<file path="src/common/pcerr_pkg.sv">
package pcerr_pkg;
   // Register bus geometry
   localparam int ADDR_W = 8;
   localparam int DATA_W = 32;
   localparam int HDR_W  = 48;

   // Register byte offsets
   localparam logic [7:0] REG_CTRL  = 8'h00;
   localparam logic [7:0] REG_SEV   = 8'h04;
   localparam logic [7:0] REG_UMASK = 8'h08;
   localparam logic [7:0] REG_CMASK = 8'h0c;
   localparam logic [7:0] REG_STAT  = 8'h10;
   localparam logic [7:0] REG_LEVEL = 8'h14;

   // Control register bit positions
   localparam int CTRL_W       = 5;
   localparam int CTRL_AER     = 0;
   localparam int CTRL_COR_EN  = 1;
   localparam int CTRL_NF_EN   = 2;
   localparam int CTRL_FAT_EN  = 3;
   localparam int CTRL_SERR_EN = 4;

   // Uncorrectable report index, shared by severity, mask and status
   localparam int UE_W     = 9;
   localparam int UE_UR    = 0;
   localparam int UE_CA    = 1;
   localparam int UE_CTO   = 2;
   localparam int UE_ECRC  = 3;
   localparam int UE_MAL   = 4;
   localparam int UE_MCB   = 5;
   localparam int UE_POIS  = 6;
   localparam int UE_UNEXP = 7;
   localparam int UE_ATOM  = 8;

   // Correctable index; status holds these above the UE bits
   localparam int CE_W   = 4;
   localparam int CE_COR = 0;
   localparam int CE_ICR = 1;
   localparam int CE_ADV = 2;
   localparam int CE_HLO = 3;
   localparam int STAT_W = UE_W + CE_W;

   // Reset values
   localparam logic [CTRL_W-1:0] CTRL_RST  = 5'h00;
   localparam logic [UE_W-1:0]   SEV_RST   = 9'h010;
   localparam logic [UE_W-1:0]   UMASK_RST = 9'h000;
   localparam logic [CE_W-1:0]   CMASK_RST = 4'h0;

   // Completion status codes
   localparam logic [2:0] CPL_UR = 3'h1;
   localparam logic [2:0] CPL_CA = 3'h4;

   typedef enum logic [1:0] {
      MSG_NONE  = 2'b00,
      MSG_COR   = 2'b01,
      MSG_NF    = 2'b10,
      MSG_FATAL = 2'b11
   } pcerr_msg_e;
endpackage : pcerr_pkg

</file>
<file path="src/design/pcerr_classify.sv">
// Combinational outcome of one report; reports assumed one-hot
module pcerr_classify
   import pcerr_pkg::*;
(
   input  wire logic [UE_W-1:0]   ue,
   input  wire logic              cor,
   input  wire logic              icor,
   input  wire logic              hlo,
   input  wire logic              posted,
   input  wire logic              no_rec,
   input  wire logic [CTRL_W-1:0] ctrl,
   input  wire logic [UE_W-1:0]   sev,
   input  wire logic [UE_W-1:0]   umask,
   input  wire logic [CE_W-1:0]   cmask,
   output pcerr_msg_e             kind,
   output logic      [STAT_W-1:0] stat_set,
   output logic                   cpl_req,
   output logic      [2:0]        cpl_status
);
   wire aer    = ctrl[CTRL_AER];
   wire ur_np  = ue[UE_UR] & ~posted;
   wire ca_np  = ue[UE_CA] & ~posted;
   // Masks only matter with AER on
   wire [UE_W-1:0] um = aer ? umask : '0;
   wire [CE_W-1:0] cm = aer ? cmask : '0;

   // Advisory class: silent without AER, correctable with it
   wire adv = ue[UE_UNEXP] | ue[UE_ATOM] | ur_np
            | (ue[UE_CTO] & ~no_rec) | (ue[UE_POIS] & ~no_rec)
            | (ca_np & aer);
   wire unc = (ue[UE_UR] & posted) | (ue[UE_CA] & posted)
            | (ue[UE_CTO] & no_rec) | (ue[UE_POIS] & no_rec)
            | ue[UE_ECRC] | ue[UE_MAL] | ue[UE_MCB]
            | (ca_np & ~aer);
   wire hlo_in = hlo & aer;
   wire cor_hit = (cor & ~cm[CE_COR]) | (icor & ~cm[CE_ICR])
                | (hlo_in & ~cm[CE_HLO]);
   wire adv_hit = adv & aer & ~cm[CE_ADV];
   wire unc_hit = unc & ~|(ue & um);
   // Severity picks the type with AER; malformed is fatal without it
   wire fatal = aer ? |(ue & sev) : ue[UE_MAL];

   wire en_cor = ctrl[CTRL_COR_EN];
   wire en_nf  = ctrl[CTRL_NF_EN] | ctrl[CTRL_SERR_EN];
   wire en_fat = ctrl[CTRL_FAT_EN] | ctrl[CTRL_SERR_EN];

   // Uncorrectable outranks advisory and correctable, which both give a correctable message
   assign kind = unc_hit ? (fatal ? (en_fat ? MSG_FATAL : MSG_NONE)
                                  : (en_nf ? MSG_NF : MSG_NONE))
               : ((adv_hit | cor_hit) && en_cor) ? MSG_COR
               : MSG_NONE;
   // Status bits do not depend on any message enable; header log overflow needs AER
   assign stat_set   = {hlo_in, adv, icor, cor, ue};
   assign cpl_req    = ur_np | ca_np;
   assign cpl_status = ca_np ? CPL_CA : CPL_UR;
endmodule : pcerr_classify

</file>
<file path="src/design/pcerr_front.sv">
// Operation
// - Timeout with no-recovery and AER: non-fatal or fatal by severity.
// - No AER: timeout/poisoned no-recovery, ECRC, multicast block give non-fatal.
// - AER: ECRC, malformed, multicast, poisoned no-recovery pick type by severity.
// - No AER: malformed report gives a fatal message if enabled.
// - Unexpected, atomic blocked, poisoned recoverable: silent without AER, else correctable.
// - Header log overflow is a correctable cause only with AER on.
// - Supplied header builds the non-successful completion.
// - Posted error: non-fatal message if enabled, never a completion. With AER the code takes the type from severity.
// - Completion-ready drops when no more non-posted reports fit.
// - Cleared enable bits suppress the message.
// - Status bits set on every report (header log overflow only with AER), even with messages off.
// - With AER, severity and masks decide message and type.
// - Non-posted UR: UR completion, plus correctable message under AER.
// - Non-posted abort: abort completion plus a message if enabled.
//
// The implementer's own choices: the address-and-strobe port and the address map.
module pcerr_front
   import pcerr_pkg::*;
#(
   parameter int DEPTH = 4
)(
   input  wire logic              clk,
   input  wire logic              srst,
   input  wire logic [ADDR_W-1:0] reg_addr,
   input  wire logic [DATA_W-1:0] reg_wdata,
   input  wire logic              reg_wr,
   input  wire logic              reg_rd,
   output logic      [DATA_W-1:0] reg_rdata,
   input  wire logic              rpt_unsupported_request,
   input  wire logic              rpt_cpl_abort,
   input  wire logic              rpt_cpl_timeout,
   input  wire logic              rpt_ecrc,
   input  wire logic              rpt_malformed,
   input  wire logic              rpt_multicast_block,
   input  wire logic              rpt_poisoned,
   input  wire logic              rpt_cpl_unexpect,
   input  wire logic              rpt_atomic_egress_block,
   input  wire logic              rpt_cor,
   input  wire logic              rpt_internal_cor,
   input  wire logic              rpt_posted,
   input  wire logic              rpt_no_recovery,
   input  wire logic [HDR_W-1:0]  rpt_cpl_header,
   input  wire logic              hdr_log_overflow,
   output logic                   rpt_cpl_ready,
   output logic                   cpl_valid,
   output logic      [2:0]        cpl_status,
   output logic      [HDR_W-1:0]  cpl_header,
   input  wire logic              cpl_taken,
   output logic                   msg_valid,
   output pcerr_msg_e             msg_kind
);
   localparam int AW = $clog2(DEPTH);
   localparam int EW = HDR_W + 3;
   localparam logic [AW:0] FULL = (AW + 1)'(DEPTH);

   // Software state
   logic [CTRL_W-1:0] ctrl;
   logic [UE_W-1:0]   sev;
   logic [UE_W-1:0]   umask;
   logic [CE_W-1:0]   cmask;
   logic [STAT_W-1:0] stat;

   // Completion queue state
   logic [AW-1:0] wr_ptr;
   logic [AW-1:0] rd_ptr;
   logic [AW:0]   level;
   logic [EW-1:0] head;

   // Classifier outputs
   pcerr_msg_e        kind;
   logic [STAT_W-1:0] stat_set;
   logic              cpl_req;
   logic [2:0]        new_status;

   wire [UE_W-1:0] ue_vec = {rpt_atomic_egress_block, rpt_cpl_unexpect,
                             rpt_poisoned, rpt_multicast_block,
                             rpt_malformed, rpt_ecrc, rpt_cpl_timeout,
                             rpt_cpl_abort, rpt_unsupported_request};

   pcerr_classify u_class (
      .ue         (ue_vec),
      .cor        (rpt_cor),
      .icor       (rpt_internal_cor),
      .hlo        (hdr_log_overflow),
      .posted     (rpt_posted),
      .no_rec     (rpt_no_recovery),
      .ctrl       (ctrl),
      .sev        (sev),
      .umask      (umask),
      .cmask      (cmask),
      .kind       (kind),
      .stat_set   (stat_set),
      .cpl_req    (cpl_req),
      .cpl_status (new_status)
   );

   // Register decode
   wire wr_ctrl  = reg_wr && reg_addr == REG_CTRL;
   wire wr_sev   = reg_wr && reg_addr == REG_SEV;
   wire wr_umask = reg_wr && reg_addr == REG_UMASK;
   wire wr_cmask = reg_wr && reg_addr == REG_CMASK;
   wire wr_stat  = reg_wr && reg_addr == REG_STAT;

   // Write-one-to-clear; a new report in the same cycle wins
   wire [STAT_W-1:0] stat_clr  = wr_stat ? reg_wdata[STAT_W-1:0] : '0;
   wire [STAT_W-1:0] next_stat = (stat & ~stat_clr) | stat_set;

   // Unmapped addresses read as zero
   wire [DATA_W-1:0] rd_mux =
        reg_addr == REG_CTRL  ? DATA_W'(ctrl)  :
        reg_addr == REG_SEV   ? DATA_W'(sev)   :
        reg_addr == REG_UMASK ? DATA_W'(umask) :
        reg_addr == REG_CMASK ? DATA_W'(cmask) :
        reg_addr == REG_STAT  ? DATA_W'(stat)  :
        reg_addr == REG_LEVEL ? DATA_W'(level) : '0;

   // Configuration registers
   always_ff @(posedge clk)
   begin
      if (srst)
      begin
         ctrl  <= CTRL_RST;
         sev   <= SEV_RST;
         umask <= UMASK_RST;
         cmask <= CMASK_RST;
      end
      else
      begin
         if (wr_ctrl)
            ctrl <= reg_wdata[CTRL_W-1:0];
         if (wr_sev)
            sev <= reg_wdata[UE_W-1:0];
         if (wr_umask)
            umask <= reg_wdata[UE_W-1:0];
         if (wr_cmask)
            cmask <= reg_wdata[CE_W-1:0];
      end
   end

   // Status and read data
   always_ff @(posedge clk)
   begin
      if (srst)
      begin
         stat      <= '0;
         reg_rdata <= '0;
      end
      else
      begin
         stat      <= next_stat;
         reg_rdata <= reg_rd ? rd_mux : '0;
      end
   end

   // Queue control; a completion arriving while full is dropped,
   // since the user is bound to hold off while ready is low
   assign rpt_cpl_ready = level != FULL;
   wire push = cpl_req && rpt_cpl_ready;
   wire pop  = cpl_valid && cpl_taken;
   wire [AW:0]   next_level  = level + (AW + 1)'(push) - (AW + 1)'(pop);
   wire [AW-1:0] next_rd_ptr = rd_ptr + AW'(pop);

   // Pointers wrap naturally; depth must be a power of two
   always_ff @(posedge clk)
   begin
      if (srst)
      begin
         wr_ptr    <= '0;
         rd_ptr    <= '0;
         level     <= '0;
         cpl_valid <= 1'b0;
      end
      else
      begin
         wr_ptr    <= wr_ptr + AW'(push);
         rd_ptr    <= next_rd_ptr;
         level     <= next_level;
         cpl_valid <= next_level != '0;
      end
   end

   // Head entry is always the oldest accepted report
   pcerr_mem #(
      .W     (EW),
      .DEPTH (DEPTH),
      .AW    (AW)
   ) u_mem (
      .clk   (clk),
      .we    (push),
      .waddr (wr_ptr),
      .wdata ({new_status, rpt_cpl_header}),
      .raddr (next_rd_ptr),
      .rdata (head)
   );

   assign cpl_status = head[EW-1:HDR_W];
   assign cpl_header = head[HDR_W-1:0];

   // Message strobe, one cycle after the report
   always_ff @(posedge clk)
   begin
      if (srst)
      begin
         msg_valid <= 1'b0;
         msg_kind  <= MSG_NONE;
      end
      else
      begin
         msg_valid <= kind != MSG_NONE;
         msg_kind  <= kind;
      end
   end

   wire aer    = ctrl[CTRL_AER];
   wire en_fat = ctrl[CTRL_FAT_EN] | ctrl[CTRL_SERR_EN];
   wire en_nf  = ctrl[CTRL_NF_EN] | ctrl[CTRL_SERR_EN];
endmodule : pcerr_front

</file>
<file path="src/design/pcerr_mem.sv">
// Completion store; read data registered, write-through on address match
module pcerr_mem
   import pcerr_pkg::*;
#(
   parameter int W     = 51,
   parameter int DEPTH = 4,
   parameter int AW    = 2
)(
   input  wire logic          clk,
   input  wire logic          we,
   input  wire logic [AW-1:0] waddr,
   input  wire logic [W-1:0]  wdata,
   input  wire logic [AW-1:0] raddr,
   output logic      [W-1:0]  rdata
);
   logic [W-1:0] mem [DEPTH];

   // Storage array
   always_ff @(posedge clk)
   begin
      if (we)
         mem[waddr] <= wdata;
   end

   // Bypass keeps a push into an empty store visible next cycle
   always_ff @(posedge clk)
   begin
      if (we && waddr == raddr)
         rdata <= wdata;
      else
         rdata <= mem[raddr];
   end
endmodule : pcerr_mem

</file>
<file path="config.mk">
export PLATFORM = sky130hd
export DESIGN_NAME = pcerr_front
export DESIGN_NICKNAME = d
export VERILOG_FILES = /design/src/common/pcerr_pkg.sv /design/src/design/pcerr_classify.sv /design/src/design/pcerr_front.sv /design/src/design/pcerr_mem.sv
export SDC_FILE = /design/constraint.sdc
export NUM_CORES = 1
export LEC_CHECK = 0
export BUFFER_PORTS_ARGS = -buffer_cell sky130_fd_sc_hd__buf_2
export CORE_UTILIZATION = 50
export DETAILED_ROUTE_END_ITERATION = 12
export MAX_ROUTING_LAYER = met4
export PLACE_DENSITY = 0.76
export RECOVER_POWER = 50
export SLEW_MARGIN = 20
export SYNTH_ARGS = -nofsm -noshare
export SYNTH_HDL_FRONTEND = slang
export SYNTH_SLANG_ARGS = --single-unit
</file>
<file path="constraint.sdc">
create_clock -name clk -period 5.6 [get_ports clk]
set_input_delay 0.56 -clock clk [delete_from_list [all_inputs] [get_ports clk]]
set_output_delay 0.56 -clock clk [all_outputs]
set_load 0.02 [all_outputs]
</file>
==> impl_results.md <==
- Status: finished clean
- Vias in the first global route: 5916
- Final Hold Slack: about 300 ps
- Clock tree from TritonCTS: built
- Post-CTS setup-driven buffer insertion count: 0
- Initial core utilization: 0.510
- Number of gates resized after cts: 0
- F_max: 350 MHz
- Cells taking the most area after synthesis: edfxtp_1 58%, dfxtp_1 13%, mux4_2 11%, mux2i_1 3.0%, buf_4 1.5%
- Root Driver: clkbuf_16
- Dominant register cell in the synthesized netlist: edfxtp_1
- Synth-to-layout area growth: 17.1%
- Unrepaired setup endpoints after global routing: false
- Max Cap Violations: 0
- Placed wire-length estimate: 14.3 mm
- Dominant cell type by area after synthesis: edfxtp_1
- Most common cell in the netlist: edfxtp_1
- Pre-antenna DRT Iters: 5
- Count of unresolved DRC violations after routing: 0
- Detail Route Antenna Nets: 0
- Initial antenna violation count: 1
- Crit-path cells: buf_4 -> mux4_2 -> buf_2
- DR vias: about 5.8k
- Clock slew at reported path FFs: 60 ps
- Die Area: roughly 0.021 mm^2
- Transition at the pin with the smallest max-transition slack: a little under 1000 ps
- Max Buffers Root-to-Sink: 3
- Average cell area after synthesis: between 15 and 20 um^2
- Required time of the worst setup path: just over 5000 ps
- Wire length of the first global-routing pass: 32.7 mm
- Worst path arrival time: 2300 ps
- Total wire length after detailed routing: roughly 21 mm
- Overall global routing resource usage: 0.208
- Setup crit end kind: primary output
- Design area: approximately 0.012 mm^2
- Delay of the slowest cell on the worst path: ~730 ps
- Count of buffers inserted at the top-level ports: approximately 160
- Number of instances in the synthesized netlist: roughly 610
- Class of the most critical hold timing path: in -> reg
- Clock sink total: 266
- Number of hold-repair buffers added at the cts stage: 0
- Final standard cell utilization of the core: 0.597
- Final Hold Fails: 0
- Category of the critical setup timing path: reg -> out
- Routability congestion estimate from global placement: 0.926
- Crit path max fanout: 27
- Number of slew-limit violations in the final report: 0
- Sum of negative setup slack: 0 ps
- Number of nets at the end of the flow: just under 900
- Number of core rows: 52
- Layout cell share with drive strength beyond 1: 0.246
- Worst ir drop on vdd: 0.000212 V
- Routed length per instance: around 20 um
- FF+latch count, synth: 266
- Commonest cells post-synth: 200 x edfxtp_1, 66 x dfxtp_1, 50 x mux4_2
- Die height: 145 um
- Placed standard-cell area: 0.0113 mm^2
- Count of flip-flops with a built-in enable after synthesis: 200
- Cell area after technology mapping: 0.0103 mm^2
- Cell Pwr Density: roughly 420 mW/mm^2
- 1st-iter DRT viols: approximately 380
- Sequential-to-total area share from yosys stat: 0.713
- Number of library cell types mapped by synthesis: between 50 and 60
- Floorplan Core Area: 0.0202 mm^2
- Pin count of the biggest net entering global routing: 53
- Async SR Flop Fraction: 0
- Number of setup violations in the final report: 0
- Yosys warning total: 0
- Synth top area share: 0.584
- Leakage power total: 0.00428 uW
- Global route overflow: 0
- Setup clock skew after layout: around 17 ps
- Clock Latency Late Sink: approximately 520 ps
- Minimum clock period after layout: 2860 ps
- Slew HR: 0.346
- Vias per cell: between 5 and 6
- CP max-delay cell: dfxtp_2
- Count of pins on the block boundary: about 200
- Crit path launch type: flop
- CTS H-tree depth: 1
- Die boundary width: 145 um
- CTS buffer count: 27
- Portion of the clock cycle consumed by the worst path in the final layout: 0.511
- Filler instances: around 1.6k
layout by cell type, fill, tap and decap left out, types with 7 or more instances in the layout:
cell / synthesis / routed
dfxtp_1: 66 / 64
a21oi_1: 24 / 24
a22oi_1: 14 / 14
and3_1: 8 / 7
inv_1: 20 / 20
clkbuf_1: 19 / 74
edfxtp_1: 200 / 200
conb_1: 1 / 20
buf_2: 10 / 88
nand2_1: 26 / 26
nor2_1: 34 / 33
o21ai_0: 15 / 15
clkbuf_16: 0 / 27
mux2i_1: 31 / 31
clkinv_1: 0 / 9
mux4_2: 50 / 50
layer usage:
metal / GRT usage / share of wire / wire length (um) / vias up
met2: 0.352 / 0.51 / 10800 / 254
met4: 0.0532 / 0.019 / 397 / 0
met1: 0.261 / 0.40 / 8480 / 2882
li1: - / - / - / 2641
met3: 0.0357 / 0.073 / 1550 / 35
met5: - / 0 / 0 / -
critical path: cells and delay by family (launching register included):
kind                   cells  cell delay [ps]
buffers and inverters      2              650
multiplexers               1              390
flip-flops                 1              730
registers in the layout, summed over array words and instances (netlist names), named ones only:
signal,count
wr_ptr,2
msg_valid,1
cpl_valid,1
reg_rdata,13
stat,13
cmask,4
msg_kind,2
ctrl,5
sev,9
umask,9
rd_ptr,2
u_mem.mem,200
level,3
per-stage QoR:
stage | total power [uW] | std cells | setup WS (ps)
floorplan | 3100 | 625 | 158
global placement | 3370 | 1008 | 2500
detailed placement | 3400 | 1010 | 2770
CTS | 5050 | 1058 | 2570
global route | 5200 | 1060 | 2600
finish | 5000 | 1061 | 2740
cells by family after synthesis:
group	count (synthesis)	synth area share
simple gates	100	0.0508
other cells	1	0.000365
flops	266	0.713
xor+xnor	4	0.00341
buf+inv	70	0.0344
mux	85	0.144
compound gates	75	0.0473
fa+ha+maj	5	0.00682
final cells by class:
cell class	instances	area, um^2	share of cell area
diodes	2	5.00	0.000416
repair buffers	166	827	0.0687
clock buffers	32	694	0.0577
inverters	20	75.1	0.00624
multi-input cells	289	2640	0.220
well taps	270	338	0.0281
flip-flops and latches	266	7330	0.609
clock inverters	16	119	0.00988
report_power, final:
| part | leakage [uW] | internal (uW) | total (uW) | switching, uW |
|---|---|---|---|---|
| clock network | 0.000389 | 966 | 1650 | 679 |
| registers | 0.00236 | 2270 | 2350 | 81.6 |
| logic | 0.00153 | 434 | 995 | 561 |
| total | 0.00428 | 3670 | 5000 | 1320 |
final timing paths:
check,to,from,depth (start not counted),slack (ps)
max,cpl_header[37],flop,3,2740
min,u_mem.mem[2][11],rpt_cpl_header[11],1,300
max reg2reg,u_mem.mem[2][41],level[2],9,3160
min reg2reg,flop,rd_ptr[1],1,440
Note: power is estimated with default switching activity, not from simulation.
